--- config.mk ---
export PLATFORM = sky130hd
export DESIGN_NAME = fcp_fault_panel
export DESIGN_NICKNAME = d
export VERILOG_FILES = /design/src/logic/fcp_pkg.sv /design/src/logic/fcp_check_gate.sv /design/src/logic/fcp_fault_panel.sv
export SDC_FILE = /design/constraint.sdc
export NUM_CORES = 1
export LEC_CHECK = 0
export BUFFER_PORTS_ARGS = -buffer_cell sky130_fd_sc_hd__buf_2
export CORE_MARGIN = 8
export CORE_UTILIZATION = 51
export CTS_CLUSTER_SIZE = 20
export DETAILED_ROUTE_END_ITERATION = 12
export PLACE_DENSITY_LB_ADDON = 0.08
export SYNTH_ARGS = -nofsm -noshare
export SYNTH_HDL_FRONTEND = slang
export SYNTH_HIERARCHICAL = 1
export SYNTH_SLANG_ARGS = --single-unit
export TNS_END_PERCENT = 30
--- constraint.sdc ---
create_clock -name pclk -period 2.9 [get_ports pclk]
set_input_delay 0.145 -clock pclk [delete_from_list [all_inputs] [get_ports pclk]]
set_output_delay 0.145 -clock pclk [all_outputs]
set_load 0.03 [all_outputs]
--- src/logic/fcp_pkg.sv ---
`default_nettype none
package fcp_pkg;
    // Data path widths
    localparam int CHAR_W = 7;
    localparam int FT_W   = 8;
    localparam int SEL_W  = 10;
    localparam int NFLAG  = 16;
    localparam logic [SEL_W-1:0] SEL_ONE = 10'h001;

    // Register byte offsets
    localparam logic [7:0] OFF_CTRL = 8'h00;
    localparam logic [7:0] OFF_CMD  = 8'h04;
    localparam logic [7:0] OFF_STAT = 8'h08;
    localparam logic [7:0] OFF_IRQS = 8'h0C;
    localparam logic [7:0] OFF_IRQM = 8'h10;

    // Reset values
    localparam logic [11:0] CTRL_RST = 12'h000;
    localparam logic [15:0] MASK_RST = 16'h0000;

    // Control register fields
    localparam int C_CYC   = 0;
    localparam int C_FTO   = 2;
    localparam int C_TANK  = 4;
    localparam int C_FBOE  = 6;
    localparam int C_FBCMP = 8;
    localparam int C_TO    = 9;
    localparam int C_FTI   = 10;
    localparam int C_INSA  = 11;

    // Command register bits, write one to pulse
    localparam int K_IS    = 0;
    localparam int K_OS    = 1;
    localparam int K_GEN   = 2;
    localparam int K_START = 3;
    localparam int K_CU    = 4;
    localparam int K_INSB  = 5;

    // Status register extra bits above the flags
    localparam int S_RR   = 16;
    localparam int S_OD   = 17;
    localparam int S_LAMP = 18;

    // Flag positions
    localparam int F_IS_U  = 0;
    localparam int F_IS_B  = 1;
    localparam int F_OS_U  = 2;
    localparam int F_OS_B  = 3;
    localparam int F_ILK   = 4;
    localparam int F_FB_U  = 5;
    localparam int F_FB_B  = 6;
    localparam int F_FBCMP = 7;
    localparam int F_CU_A  = 8;
    localparam int F_CU_B  = 9;
    localparam int F_TO    = 10;
    localparam int F_FTO_U = 11;
    localparam int F_FTO_B = 12;
    localparam int F_FTI   = 13;
    localparam int F_MS_H  = 14;
    localparam int F_MS_T  = 15;

    // Checker output setting
    typedef enum logic [1:0] {MODE_NORMAL, MODE_ROUTE, MODE_INHIBIT} fcp_mode_t;

    typedef struct packed {
        logic [NFLAG-1:0] flags;
        logic [NFLAG-1:0] irq_stat;
        logic [NFLAG-1:0] irq_mask;
        logic [11:0]      ctrl;
        logic [31:0]      prdata;
        logic             pslverr;
        logic             auto_rr;
        logic             orig_dir;
        logic [NFLAG-1:0] chk_out;
        logic [NFLAG-1:0] del_sel;
        logic             lamp;
        logic             irq;
    } fcp_state_t;
endpackage
`default_nettype wire
--- src/logic/fcp_check_gate.sv ---
`timescale 1ns/1ps
`default_nettype none
module fcp_check_gate (
    input  wire logic              err,   // Latched check flag
    input  wire fcp_pkg::fcp_mode_t mode, // Panel setting
    output logic                   pass,  // Normal checker output
    output logic                   route, // Output to delete selector
    output logic                   lamp   // Error-delete indicator request
);
    // Steer one checker output; an inhibited gate drops the error entirely
    always_comb
    begin
        pass  = 1'b0;
        route = 1'b0;
        lamp  = 1'b0;
        case (mode)
            fcp_pkg::MODE_ROUTE:   route = err;
            fcp_pkg::MODE_INHIBIT: lamp  = 1'b1;
            default:               pass  = err;
        endcase
    end
endmodule
`default_nettype wire

--- src/logic/fcp_fault_panel.sv ---
// How it works
// RULE1 - Input-synchronizer parity flags, unbarred and barred, set on even count until its clear
// RULE2 - Output-synchronizer parity flags, set on even count until its clear
// RULE3 - Interlock fault on unlocked read/write or direction mismatch; held, gate inhibited
// RULE4 - Fast bus parity flags, unbarred and barred, held until start
// RULE5 - Duplicate fast bus mismatch flag held until start
// RULE6 - Auto re-read status follows the re-read relay
// RULE7 - Original-direction status on restored direction or even stepping position
// RULE8 - A-type insert suppresses barred loop input to the barred compare adder
// RULE9 - B-type insert adds one pulse to duplicate compare adder only
// RULE10 - Timeout flop pair disagreement flagged; inhibit blocks output and lights lamp
// RULE11 - A-type error when barred loops disagree with the long delay
// RULE12 - B-type error when duplicate loops disagree; separate indicators
// RULE13 - Cycle check setting: normal, routed to delete selector, or inhibited with lamp
// RULE14 - Function-table output checkers flag even count; route or inhibit with lamp
// RULE15 - More than one intermediate line flags error; inhibit blocks it, lights lamp
// RULE16 - Memory-selector checkers normal, routed or inhibited; inhibit lights lamp
// RULE17 - Flags are clocked, set-dominant, cleared only by their own clears
// RULE18 - Timeout disagreement flag has no clear besides reset
//
// Added by the designer: register access over APB and the placing of the registers.
`timescale 1ns/1ps
`default_nettype none
module fcp_fault_panel (
    input  wire logic                     pclk,              // System clock
    input  wire logic                     presetn,           // Async reset, low
    input  wire logic                     psel,              // APB select
    input  wire logic                     penable,           // APB enable
    input  wire logic                     pwrite,            // APB direction
    input  wire logic [7:0]               paddr,             // APB byte address
    input  wire logic [31:0]              pwdata,            // APB write data
    output logic [31:0]                   prdata,            // APB read data
    output logic                          pready,            // APB ready
    output logic                          pslverr,           // APB error
    input  wire logic [fcp_pkg::CHAR_W-1:0] in_sync_u,       // Input sync, unbarred
    input  wire logic [fcp_pkg::CHAR_W-1:0] in_sync_b,       // Input sync, barred
    input  wire logic                     in_sync_valid,     // Input char strobe
    input  wire logic [fcp_pkg::CHAR_W-1:0] out_sync_u,      // Output sync, unbarred
    input  wire logic [fcp_pkg::CHAR_W-1:0] out_sync_b,      // Output sync, barred
    input  wire logic                     out_sync_valid,    // Output char strobe
    input  wire logic                     io_read_exec,      // Tape read executing
    input  wire logic                     io_write_exec,     // Tape write executing
    input  wire logic                     read_interlock,    // Read interlock set
    input  wire logic                     write_interlock,   // Write interlock set
    input  wire logic                     instr_dir,         // Direction from instruction
    input  wire logic                     ioc_dir,           // Direction from I/O control
    input  wire logic [fcp_pkg::CHAR_W-1:0] fast_bus_u,      // Fast bus, unbarred
    input  wire logic [fcp_pkg::CHAR_W-1:0] fast_bus_b,      // Fast bus, barred
    input  wire logic                     fast_bus_valid,    // Fast bus strobe
    input  wire logic                     reread_relay,      // Re-read relay energized
    input  wire logic                     tape_dir_restored, // Direction back to error-time
    input  wire logic [3:0]               reread_step_pos,   // Re-read stepping position
    input  wire logic                     loop_barred,       // Barred 7/13-pulse loop output
    input  wire logic                     delay27,           // 27-pulse delay output
    input  wire logic                     loop_dup_a,        // Duplicate loop A
    input  wire logic                     loop_dup_b,        // Duplicate loop B
    input  wire logic                     timeout_flop_a,    // Timeout flop A
    input  wire logic                     timeout_flop_b,    // Timeout flop B
    input  wire logic [fcp_pkg::FT_W-1:0] ft_sig_u,          // Function signals, unbarred
    input  wire logic [fcp_pkg::FT_W-1:0] ft_sig_b,          // Function signals, barred
    input  wire logic                     ft_valid,          // Function signals valid
    input  wire logic [fcp_pkg::SEL_W-1:0] ft_inter_lines,   // Intermediate lines
    input  wire logic [fcp_pkg::SEL_W-1:0] mem_sel_hund,     // Hundreds selector lines
    input  wire logic [fcp_pkg::SEL_W-1:0] mem_sel_tens,     // Tens selector lines
    input  wire logic                     mem_sel_active,    // Memory selection in use
    output logic [fcp_pkg::NFLAG-1:0]     fault_flags,       // Indicator flags
    output logic [fcp_pkg::NFLAG-1:0]     check_out,         // Normal checker outputs
    output logic [fcp_pkg::NFLAG-1:0]     delete_sel,        // Routed to delete selector
    output logic                          io_interlock_inh,  // Interlock gate inhibited
    output logic                          auto_reread,       // Auto re-read status
    output logic                          orig_dir,          // Original direction status
    output logic                          err_delete_lamp,   // Error-delete indicator
    output logic                          irq                // Interrupt, high level
);
    fcp_pkg::fcp_state_t s_r, s_nxt;
    fcp_pkg::fcp_mode_t  mode_v [fcp_pkg::NFLAG];
    logic [fcp_pkg::NFLAG-1:0] g_pass, g_route, g_lamp;
    logic [fcp_pkg::NFLAG-1:0] set_v, clr_v;
    logic wr_en, setup, is_clr, os_clr, gen_clr, start_p, cu_clr, ins_b;
    logic a_err, b_err;

    // Even pulse count on a synchronizer or bus character
    function automatic logic char_even(input logic [fcp_pkg::CHAR_W-1:0] v);
        char_even = ~^v;
    endfunction

    // More than one line raised
    function automatic logic multi_hot(input logic [fcp_pkg::SEL_W-1:0] v);
        multi_hot = (v & (v - fcp_pkg::SEL_ONE)) != '0;
    endfunction

    // Selector fault: none, or more than one line
    function automatic logic sel_bad(input logic [fcp_pkg::SEL_W-1:0] v);
        sel_bad = (v == '0) || multi_hot(v);
    endfunction

    // Two-position switch: normal or inhibit only
    function automatic fcp_pkg::fcp_mode_t inh_mode(input logic inh);
        inh_mode = inh ? fcp_pkg::MODE_INHIBIT : fcp_pkg::MODE_NORMAL;
    endfunction

    // Bus strobes; clears and inserts act at the access edge of a command write
    assign wr_en   = psel & penable & pwrite;
    assign setup   = psel & ~penable;
    assign is_clr  = wr_en && paddr == fcp_pkg::OFF_CMD && pwdata[fcp_pkg::K_IS];
    assign os_clr  = wr_en && paddr == fcp_pkg::OFF_CMD && pwdata[fcp_pkg::K_OS];
    assign gen_clr = wr_en && paddr == fcp_pkg::OFF_CMD && pwdata[fcp_pkg::K_GEN];
    assign start_p = wr_en && paddr == fcp_pkg::OFF_CMD && pwdata[fcp_pkg::K_START];
    assign cu_clr  = wr_en && paddr == fcp_pkg::OFF_CMD && pwdata[fcp_pkg::K_CU];
    assign ins_b   = wr_en && paddr == fcp_pkg::OFF_CMD && pwdata[fcp_pkg::K_INSB];

    // Cycling-unit comparisons; inserts touch only the check path, never the loops
    assign a_err = (loop_barred & ~s_r.ctrl[fcp_pkg::C_INSA]) ^ delay27; // RULE8 RULE11
    assign b_err = (loop_dup_a ^ loop_dup_b) ^ ins_b;                    // RULE9 RULE12

    // Raw check conditions sampled this cycle
    always_comb
    begin
        set_v = '0;
        set_v[fcp_pkg::F_IS_U] = in_sync_valid & char_even(in_sync_u);    // RULE1
        set_v[fcp_pkg::F_IS_B] = in_sync_valid & char_even(in_sync_b);    // RULE1
        set_v[fcp_pkg::F_OS_U] = out_sync_valid & char_even(out_sync_u);  // RULE2
        set_v[fcp_pkg::F_OS_B] = out_sync_valid & char_even(out_sync_b);  // RULE2
        set_v[fcp_pkg::F_ILK]  = (io_read_exec & ~read_interlock)
                               | (io_write_exec & ~write_interlock)
                               | ((io_read_exec | io_write_exec) & (instr_dir ^ ioc_dir)); // RULE3
        set_v[fcp_pkg::F_FB_U] = fast_bus_valid & char_even(fast_bus_u);  // RULE4
        set_v[fcp_pkg::F_FB_B] = fast_bus_valid & char_even(fast_bus_b);  // RULE4
        set_v[fcp_pkg::F_FBCMP] = fast_bus_valid & (fast_bus_u != fast_bus_b); // RULE5
        set_v[fcp_pkg::F_CU_A] = a_err;                                   // RULE11
        set_v[fcp_pkg::F_CU_B] = b_err;                                   // RULE12
        set_v[fcp_pkg::F_TO]   = timeout_flop_a ^ timeout_flop_b;         // RULE10
        set_v[fcp_pkg::F_FTO_U] = ft_valid & ~^ft_sig_u;                  // RULE14
        set_v[fcp_pkg::F_FTO_B] = ft_valid & ~^ft_sig_b;                  // RULE14
        set_v[fcp_pkg::F_FTI]  = multi_hot(ft_inter_lines);               // RULE15
        set_v[fcp_pkg::F_MS_H] = mem_sel_active & sel_bad(mem_sel_hund);  // RULE16
        set_v[fcp_pkg::F_MS_T] = mem_sel_active & sel_bad(mem_sel_tens);  // RULE16
    end

    // Clear sources per flag; the timeout flag has none
    always_comb
    begin
        clr_v = '0;
        clr_v[fcp_pkg::F_IS_U] = is_clr;                     // RULE1
        clr_v[fcp_pkg::F_IS_B] = is_clr;                     // RULE1
        clr_v[fcp_pkg::F_OS_U] = os_clr;                     // RULE2
        clr_v[fcp_pkg::F_OS_B] = os_clr;                     // RULE2
        clr_v[fcp_pkg::F_ILK]  = gen_clr | is_clr | os_clr;  // RULE3
        clr_v[fcp_pkg::F_FB_U] = start_p;                    // RULE4
        clr_v[fcp_pkg::F_FB_B] = start_p;                    // RULE4
        clr_v[fcp_pkg::F_FBCMP] = start_p;                   // RULE5
        clr_v[fcp_pkg::F_CU_A] = start_p | cu_clr;
        clr_v[fcp_pkg::F_CU_B] = start_p | cu_clr;
        clr_v[fcp_pkg::F_TO]   = 1'b0;                       // RULE18
        clr_v[fcp_pkg::F_FTO_U] = start_p;
        clr_v[fcp_pkg::F_FTO_B] = start_p;
        clr_v[fcp_pkg::F_FTI]  = start_p;
        clr_v[fcp_pkg::F_MS_H] = start_p;
        clr_v[fcp_pkg::F_MS_T] = start_p;
    end

    // Panel setting for each checker output gate
    always_comb
    begin
        for (int i = 0; i < fcp_pkg::NFLAG; i++)
            mode_v[i] = fcp_pkg::MODE_NORMAL;
        mode_v[fcp_pkg::F_FB_U]  = fcp_pkg::fcp_mode_t'(s_r.ctrl[fcp_pkg::C_FBOE +: 2]);
        mode_v[fcp_pkg::F_FB_B]  = fcp_pkg::fcp_mode_t'(s_r.ctrl[fcp_pkg::C_FBOE +: 2]);
        mode_v[fcp_pkg::F_FBCMP] = inh_mode(s_r.ctrl[fcp_pkg::C_FBCMP]);
        mode_v[fcp_pkg::F_CU_A]  = fcp_pkg::fcp_mode_t'(s_r.ctrl[fcp_pkg::C_CYC +: 2]);  // RULE13
        mode_v[fcp_pkg::F_CU_B]  = fcp_pkg::fcp_mode_t'(s_r.ctrl[fcp_pkg::C_CYC +: 2]);  // RULE13
        mode_v[fcp_pkg::F_TO]    = inh_mode(s_r.ctrl[fcp_pkg::C_TO]);                    // RULE10
        mode_v[fcp_pkg::F_FTO_U] = fcp_pkg::fcp_mode_t'(s_r.ctrl[fcp_pkg::C_FTO +: 2]);  // RULE14
        mode_v[fcp_pkg::F_FTO_B] = fcp_pkg::fcp_mode_t'(s_r.ctrl[fcp_pkg::C_FTO +: 2]);  // RULE14
        mode_v[fcp_pkg::F_FTI]   = inh_mode(s_r.ctrl[fcp_pkg::C_FTI]);                   // RULE15
        mode_v[fcp_pkg::F_MS_H]  = fcp_pkg::fcp_mode_t'(s_r.ctrl[fcp_pkg::C_TANK +: 2]); // RULE16
        mode_v[fcp_pkg::F_MS_T]  = fcp_pkg::fcp_mode_t'(s_r.ctrl[fcp_pkg::C_TANK +: 2]); // RULE16
    end

    // One output gate per flag
    for (genvar g = 0; g < fcp_pkg::NFLAG; g++)
    begin : gate
        fcp_check_gate u_gate (
            .err   (s_r.flags[g]),
            .mode  (mode_v[g]),
            .pass  (g_pass[g]),
            .route (g_route[g]),
            .lamp  (g_lamp[g])
        );
    end

    // Next state: flags, interrupts, control and bus read data
    always_comb
    begin
        s_nxt = s_r;
        // Set wins over clear, so an error in the clear cycle survives
        s_nxt.flags = (s_r.flags & ~clr_v) | set_v;                       // RULE17
        s_nxt.irq_stat = s_r.irq_stat | (set_v & ~s_r.flags);
        s_nxt.auto_rr  = reread_relay;                                    // RULE6
        s_nxt.orig_dir = tape_dir_restored | ~reread_step_pos[0];         // RULE7
        s_nxt.chk_out  = g_pass;
        s_nxt.del_sel  = g_route;                                         // RULE13
        s_nxt.lamp     = |g_lamp;                                         // RULE10
        if (wr_en)
        begin
            if (paddr == fcp_pkg::OFF_CTRL)
                s_nxt.ctrl = pwdata[11:0];
            else if (paddr == fcp_pkg::OFF_IRQS)
                s_nxt.irq_stat = (s_r.irq_stat & ~pwdata[15:0]) | (set_v & ~s_r.flags);
            else if (paddr == fcp_pkg::OFF_IRQM)
                s_nxt.irq_mask = pwdata[15:0];
        end
        s_nxt.irq = |(s_nxt.irq_stat & s_nxt.irq_mask);
        // Read data is captured in setup so the zero-wait access sees it from a flop
        if (setup)
        begin
            s_nxt.prdata  = '0;
            s_nxt.pslverr = 1'b0;
            if (paddr == fcp_pkg::OFF_CTRL)
                s_nxt.prdata[11:0] = s_r.ctrl;
            else if (paddr == fcp_pkg::OFF_CMD)
                s_nxt.prdata = '0;
            else if (paddr == fcp_pkg::OFF_STAT)
            begin
                s_nxt.prdata[15:0] = s_r.flags;
                s_nxt.prdata[fcp_pkg::S_RR]   = s_r.auto_rr;
                s_nxt.prdata[fcp_pkg::S_OD]   = s_r.orig_dir;
                s_nxt.prdata[fcp_pkg::S_LAMP] = s_r.lamp;
            end
            else if (paddr == fcp_pkg::OFF_IRQS)
                s_nxt.prdata[15:0] = s_r.irq_stat;
            else if (paddr == fcp_pkg::OFF_IRQM)
                s_nxt.prdata[15:0] = s_r.irq_mask;
            else
                s_nxt.pslverr = 1'b1;
        end
    end

    // State register
    always_ff @(posedge pclk or negedge presetn)
    begin
        if (!presetn)
        begin
            s_r          <= '0;
            s_r.ctrl     <= fcp_pkg::CTRL_RST;
            s_r.irq_mask <= fcp_pkg::MASK_RST;
        end
        else
            s_r <= s_nxt;
    end

    // Outputs
    assign prdata           = s_r.prdata;
    assign pready           = 1'b1;
    assign pslverr          = s_r.pslverr;
    assign fault_flags      = s_r.flags;
    assign check_out        = s_r.chk_out;
    assign delete_sel       = s_r.del_sel;
    assign io_interlock_inh = s_r.flags[fcp_pkg::F_ILK]; // RULE3
    assign auto_reread      = s_r.auto_rr;
    assign orig_dir         = s_r.orig_dir;
    assign err_delete_lamp  = s_r.lamp;
    assign irq              = s_r.irq;
endmodule
`default_nettype wire

# Word level (Yosys, flattened, before mapping)
# Index checks and enable logic that the tools add are counted.
totals:
  output_inout_bits: 87
  word_cells: 165
  reg_bits: 124
  in_bits: 156
classes:
  n_bitwise: 48
  eq_ne: 19
  mux: 50
  add_sub_neg: 3
  reduce_logical: 33
op_table:
  columns: ["op", "n"]
  rows:
  - ["16-bit 2-to-1 mux", 6]
  - ["16-bit bitwise AND", 4]
  - ["16-bit inverter", 3]
  - ["16-bit OR", 3]
  - ["44-bit 2-to-1 mux", 1]
  - ["7-bit XNOR reduction", 6]
  - ["1-bit 2-to-1 mux", 34]
  - ["32-bit 2-to-1 mux", 1]
  - ["10-bit bitwise AND", 3]
  - ["10-bit nonzero test", 3]
  - ["10-bit by 1-bit subtractor with 10-bit output (second input constant)", 3]
  - ["12-bit 2-to-1 mux", 2]
  - ["10-bit logical NOT", 2]
  - ["19-bit 2-to-1 mux", 1]
  - ["1-bit bitwise AND", 18]
  - ["8-bit by 4-bit == test with 1-bit output (second input constant)", 2]
  - ["16-bit OR reduction", 1]
  - ["8-bit XNOR reduction", 2]
  - ["2-bit by 1-bit == test with 1-bit output (second input constant)", 7]
  - ["2-bit == test (second input constant)", 7]
  - ["2-bit OR reduction", 7]
  - ["8-bit by 3-bit == test with 1-bit output (second input constant)", 1]
  - ["8-bit by 5-bit == test with 1-bit output (second input constant)", 1]
  - ["8-bit logical NOT", 1]
  - ["other kinds (11)", 34]

# Logic depth before layout (Yosys ltp)
logic_depth:
  ltp_word: 12
  mapped_depth: 8
  mapped_depth_nobuf: 7

# Cells and area by module
# Netlist, hierarchy kept.
by_module_without_submodules:
  columns: ["module", "instances", "area_each_um2", "cells_each", "seq_area_each_um2"]
  rows:
  - ["fcp_fault_panel", 1, 6128.4, 575, 2902.8]
  - ["fcp_check_gate", 16, 45.0, 6, 0.0]

# Worst setup path after synthesis
# OpenSTA, ideal clock, no wires.
synth_timing:
  path_type: "input to register"
  startpoint: "input paddr[1]"
  endpoint: "register s_r, in the netlist irq"
  arrival_time_ps: 2205
  setup_ps: 124
  cell_stages: 7
  n_path_buf: 0
  slack_ps: 571
  required_ps: 2776
  path_cell_list: "or4b_4 -> nor3_4 -> nand2_1 -> a32o_2 -> a2bb2o_4 -> or4_1 -> a211o_1"
synth_lines:
  columns: ["element", "line", "rtl"]
  rows:
  - ["from (decl)", "fcp_fault_panel.sv:30", "input wire logic [7:0] paddr,"]
  - ["to (signal assigned)", "fcp_fault_panel.sv:249", "s_r <= s_nxt;"]
  - ["to (decl)", "fcp_fault_panel.sv:75", "fcp_pkg::fcp_state_t s_r, s_nxt;"]

==> metrics.txt <==
# TYPE chip_impl_metric gauge
chip_impl_info{name="status",value="complete, no violations"} 1
chip_impl_info{name="path_cells",value="nand2b_1 > xnor2_1 > a22o_1 > a22o_1 > a211o_1 > or4_1 > a211o_1"} 1
chip_impl_info{name="post_synth_main_area_contributors",value="dfrtp_1 42%, buf_4 9.0%, ha_1 5.8%, mux2_2 4.4%, xnor2_1 4.2%"} 1
chip_impl_metric{name="initial_utilization",unit="%"} 51.9
chip_impl_metric{name="synth-edff-count",unit=""} 0
chip_impl_metric{name="timing.final.crit_share",unit="%"} 80.2
chip_impl_metric{name="floorplan.die_area",unit="mm2"} 0.0174
chip_impl_metric{name="worst_hold_path_stage_count",unit=""} 2
chip_impl_info{name="timing.rr.end",value="irq"} 1
chip_impl_metric{name="cts_made_buffers",unit=""} 17
chip_impl_metric{name="diodes",unit=""} 0
chip_impl_metric{name="wl_per_cell",unit="um"} 17.0
chip_impl_metric{name="drt_drc_violations_left",unit=""} 0
chip_impl_metric{name="pin_count_of_the_biggest_net_entering_global_routing",unit=""} 80
chip_impl_metric{name="grt_first_pass_wirelength",unit="um"} 29600
chip_impl_metric{name="number_of_core_rows",unit=""} 42
chip_impl_info{name="yosys_most_used_dff",value="dfrtp_1"} 1
chip_impl_info{name="class_of_the_most_critical_setup_path",value="flop to flop"} 1
chip_impl_info{name="regToRegStartpoint",value="s_r[80]"} 1
chip_impl_metric{name="place.gp.congestion",unit=""} 0.852
chip_impl_metric{name="clk_latency",unit="ps"} 410
chip_impl_metric{name="post-dp-hpwl",unit="um"} 13900
chip_impl_metric{name="wirelength_met1",unit="um"} 7590
chip_impl_info{name="highest-signal-layer",value="met5"} 1
chip_impl_info{name="crit_start",value="s_r[80]"} 1
chip_impl_info{name="setup_repair_after_global_routing_missed_its_margin",value="no"} 1
chip_impl_metric{name="hold_violations",unit=""} 0
chip_impl_metric{name="final.min_clock_period",unit="ps"} 2330
chip_impl_metric{name="cts_setup_buffers",unit=""} 0
chip_impl_metric{name="critical-path-max-stage-delay",unit="ps"} 450
chip_impl_metric{name="die_width",unit="um"} 132
chip_impl_metric{name="route.detailed.vias_per_inst",unit=""} 5.15
chip_impl_metric{name="met2_length",unit="um"} 8560
chip_impl_metric{name="antenna_found_initial",unit=""} 2
chip_impl_info{name="cts_root_buf",value="clkbuf_16"} 1
chip_impl_metric{name="wl",unit="um"} 17900
chip_impl_info{name="clock_tree_from_tritoncts",value="built"} 1
chip_impl_metric{name="ys_types",unit=""} 55
chip_impl_metric{name="fmaxAchievable",unit="GHz"} 0.430
chip_impl_metric{name="setup_tns_final",unit="ps"} 0
chip_impl_metric{name="max-vdd-ir-drop",unit="mV"} 0.454
chip_impl_metric{name="cell_count_after_synthesis",unit=""} 671
chip_impl_info{name="slowest_cell_on_the_critical_path",value="or4_1"} 1
chip_impl_metric{name="p_leak",unit="nW"} 4.24
chip_impl_metric{name="drtAntennaViolNets",unit=""} 0
chip_impl_metric{name="critical_path_required",unit="ps"} 3200
chip_impl_metric{name="flow.area_growth_from_synthesis",unit="%"} 23.1
chip_impl_info{name="min_from",value="pwdata[13]"} 1
chip_impl_metric{name="cts-resized-gates",unit=""} 0
chip_impl_info{name="startpoint_type",value="flop"} 1
chip_impl_metric{name="skew",unit="ps"} 4.67
chip_impl_metric{name="setup_violations",unit=""} 0
chip_impl_metric{name="mappedNetlistArea",unit="mm2"} 0.00685
chip_impl_metric{name="port_buffers",unit=""} 209
chip_impl_metric{name="clock_sink_count",unit=""} 116
chip_impl_metric{name="top_level_i_o_count",unit=""} 243
chip_impl_metric{name="worstMarginPinSlew",unit="ps"} 1040
chip_impl_info{name="setup.worst_path.end_class",value="flop"} 1
chip_impl_metric{name="post_route_cells_drive_above_1_share",unit="%"} 32.8
chip_impl_metric{name="ff2ff_path_depth",unit=""} 7
chip_impl_metric{name="clock_tree.buffer_depth",unit=""} 2
chip_impl_metric{name="synth.ff_latch_count",unit=""} 116
chip_impl_info{name="min_delay_worst_endpoint",value="s_r[94]"} 1
chip_impl_metric{name="slew_viol_final",unit=""} 0
chip_impl_metric{name="firstDrtPassIters",unit=""} 6
chip_impl_metric{name="final_core_util",unit="%"} 63.9
chip_impl_metric{name="synth_top_cell_area_share",unit="%"} 42.4
chip_impl_metric{name="timing.critical_path.fanout_max",unit=""} 3
chip_impl_metric{name="routed-via-count",unit=""} 5442
chip_impl_metric{name="grt.overflow.total",unit=""} 0
chip_impl_metric{name="yosysWarningCount",unit=""} 6
chip_impl_metric{name="die_h",unit="um"} 132
chip_impl_metric{name="ctsHtreeMaxLevel",unit=""} 4
chip_impl_metric{name="num-nets-final",unit=""} 1055
chip_impl_info{name="hold_class",value="primary input to flop"} 1
chip_impl_info{name="synth_area_leader_cell",value="dfrtp_1"} 1
chip_impl_metric{name="detailedRoute.firstIterationViolations",unit=""} 314
chip_impl_metric{name="grt_util_all_layers",unit="%"} 21.2
chip_impl_metric{name="core",unit="mm2"} 0.0132
chip_impl_metric{name="power-per-cell-area",unit="mW/mm2"} 542
chip_impl_metric{name="fraction_of_the_yosys_area_taken_by_sequential_cells",unit="%"} 42.4
chip_impl_metric{name="setup.reg_to_reg.worst_slack",unit="ps"} 570
chip_impl_metric{name="maxCapViolCount",unit=""} 0
chip_impl_metric{name="dr_wl_met3",unit="um"} 1450
chip_impl_metric{name="grt_pass1_vias",unit=""} 5977
chip_impl_metric{name="timing.max_slew.rel_slack",unit="%"} 30.7
chip_impl_metric{name="postSynth.asyncResetShare",unit="%"} 100
chip_impl_metric{name="worst-endpoint-arrival",unit="ps"} 2630
chip_impl_metric{name="synth.avg_cell_area",unit="um2"} 10.2
chip_impl_metric{name="clk_pin_slew_worst_paths",unit="ps"} 60
==> stage by stage <==
step / worst slack, ps / power, mW / std cells / cell area (um2) / hold WS, ps
after floorplan: 571 / 2.23 / 709 / 6990 / -151
after global placement: 253 / 2.44 / 1011 / 7690 / 136
after global routing: 439 / 4.76 / 1056 / 8430 / 1.68
after detailed placement: 208 / 2.46 / 1011 / 7690 / 142
after CTS: 563 / 4.60 / 1055 / 8420 / 1.04
final: 573 / 4.57 / 1056 / 8430 / 12.2
==> cells in the final DEF (no fill, tap or decap), drive strengths merged, types with 5 or more instances in the layout <==
cell / synthesis / layout
buf: 82 / 220
dfrtp: 116 / 116
nand2: 65 / 65
inv: 53 / 55
o21ai: 42 / 42
conb: 2 / 40
xnor2: 33 / 33
and2: 33 / 33
ha: 32 / 32
mux2: 27 / 27
a21oi: 24 / 24
clkbuf: 12 / 17
nor2: 13 / 13
dlygate4sd3: 0 / 13
nor3: 13 / 13
a22o: 12 / 12
xnor3: 10 / 10
a22oi: 10 / 10
xor2: 9 / 9
nand4: 9 / 9
mux2i: 6 / 6
nand2b: 6 / 6
clkinvlp: 0 / 5
a32o: 5 / 5
clkinv: 0 / 5
==> cells in the mapped netlist, types with 6 or more instances <==
master      n
and2_1     33
a22oi_1    10
nand2b_1    6
xnor2_1    33
xor2_1      9
mux2_2     27
o21ai_0    41
inv_1      53
a22o_1     12
ha_1       32
nor3_1     11
nor2_1     13
buf_4      82
nand2_1    65
xnor3_1    10
nand4_1     8
mux2i_1     6
dfrtp_1   116
a21oi_1    24
clkbuf_1   12
==> state kept, by name (all words and copies together), names as in the netlist <==
name	flops
s_r	36
prdata	19
check_out	16
delete_sel	16
fault_flags	16
mode_v	8
auto_reread	1
err_delete_lamp	1
irq	1
orig_dir	1
pslverr	1
==> area by class of cell <==
cell class | instances | area [um2]
clock buffer | 17 | 425
tap | 176 | 220
sequential | 116 | 2900
inverter | 53 | 199
timing repair buffer | 233 | 1270
fill | 1143 | 4760
clock inverter | 15 | 181
multi-input combinational | 446 | 3230
==> how the worst max path moves through the flow <==
stage	to	depth (start not counted)
6_report	irq	7
5_1_grt	irq	9
4_1_cts	irq	7
3_5_place_dp	irq	9
3_3_place_gp	irq	9
2_1_floorplan	irq	7
==> metal layers <==
layer  up-vias  GRT usage (%)
met2       257           34.9
li1       2562              -
met1      2588           25.7
met3        31           6.14
met4         4           8.04
met5         -              0
==> cell families after synthesis <==
| kind of cell | share of synthesized area (%) |
|---|---|
| adders and majority gates | 6.14 |
| buffers and inverters | 12.6 |
| muxes | 5.32 |
| other | 0.110 |
| DFF | 42.4 |
| AOI/OAI and AO/OA | 12.0 |
| xor gates and xnor gates | 8.66 |
| and+or+nand+nor | 12.8 |
==> critical path, delay by kind of cell (launching register included) <==
| kind | cells | cell delay, ps |
|---|---|---|
| AND/OR/NAND/NOR | 2 | 630 |
| XOR/XNOR | 1 | 180 |
| AO/OA/AOI/OAI | 4 | 1010 |
| flip-flops | 1 | 400 |
==> repair_timing <==
item / in CTS / in global routing
endpoints found under the hold margin: 47 / 1
endpoints found under the setup margin: 0 / 0
hold buffers: 12 / 1
==> report_power, final <==
part           internal [mW]  leakage (nW)  total (mW)  switching, mW
Sequential              1.72          1.40        1.77         0.0487
Combinational          0.308          2.55       0.683          0.375
Clock                   1.35         0.282        2.12          0.771
Total                   3.38          4.24        4.57           1.19
(Power assumes the default switching activity.)
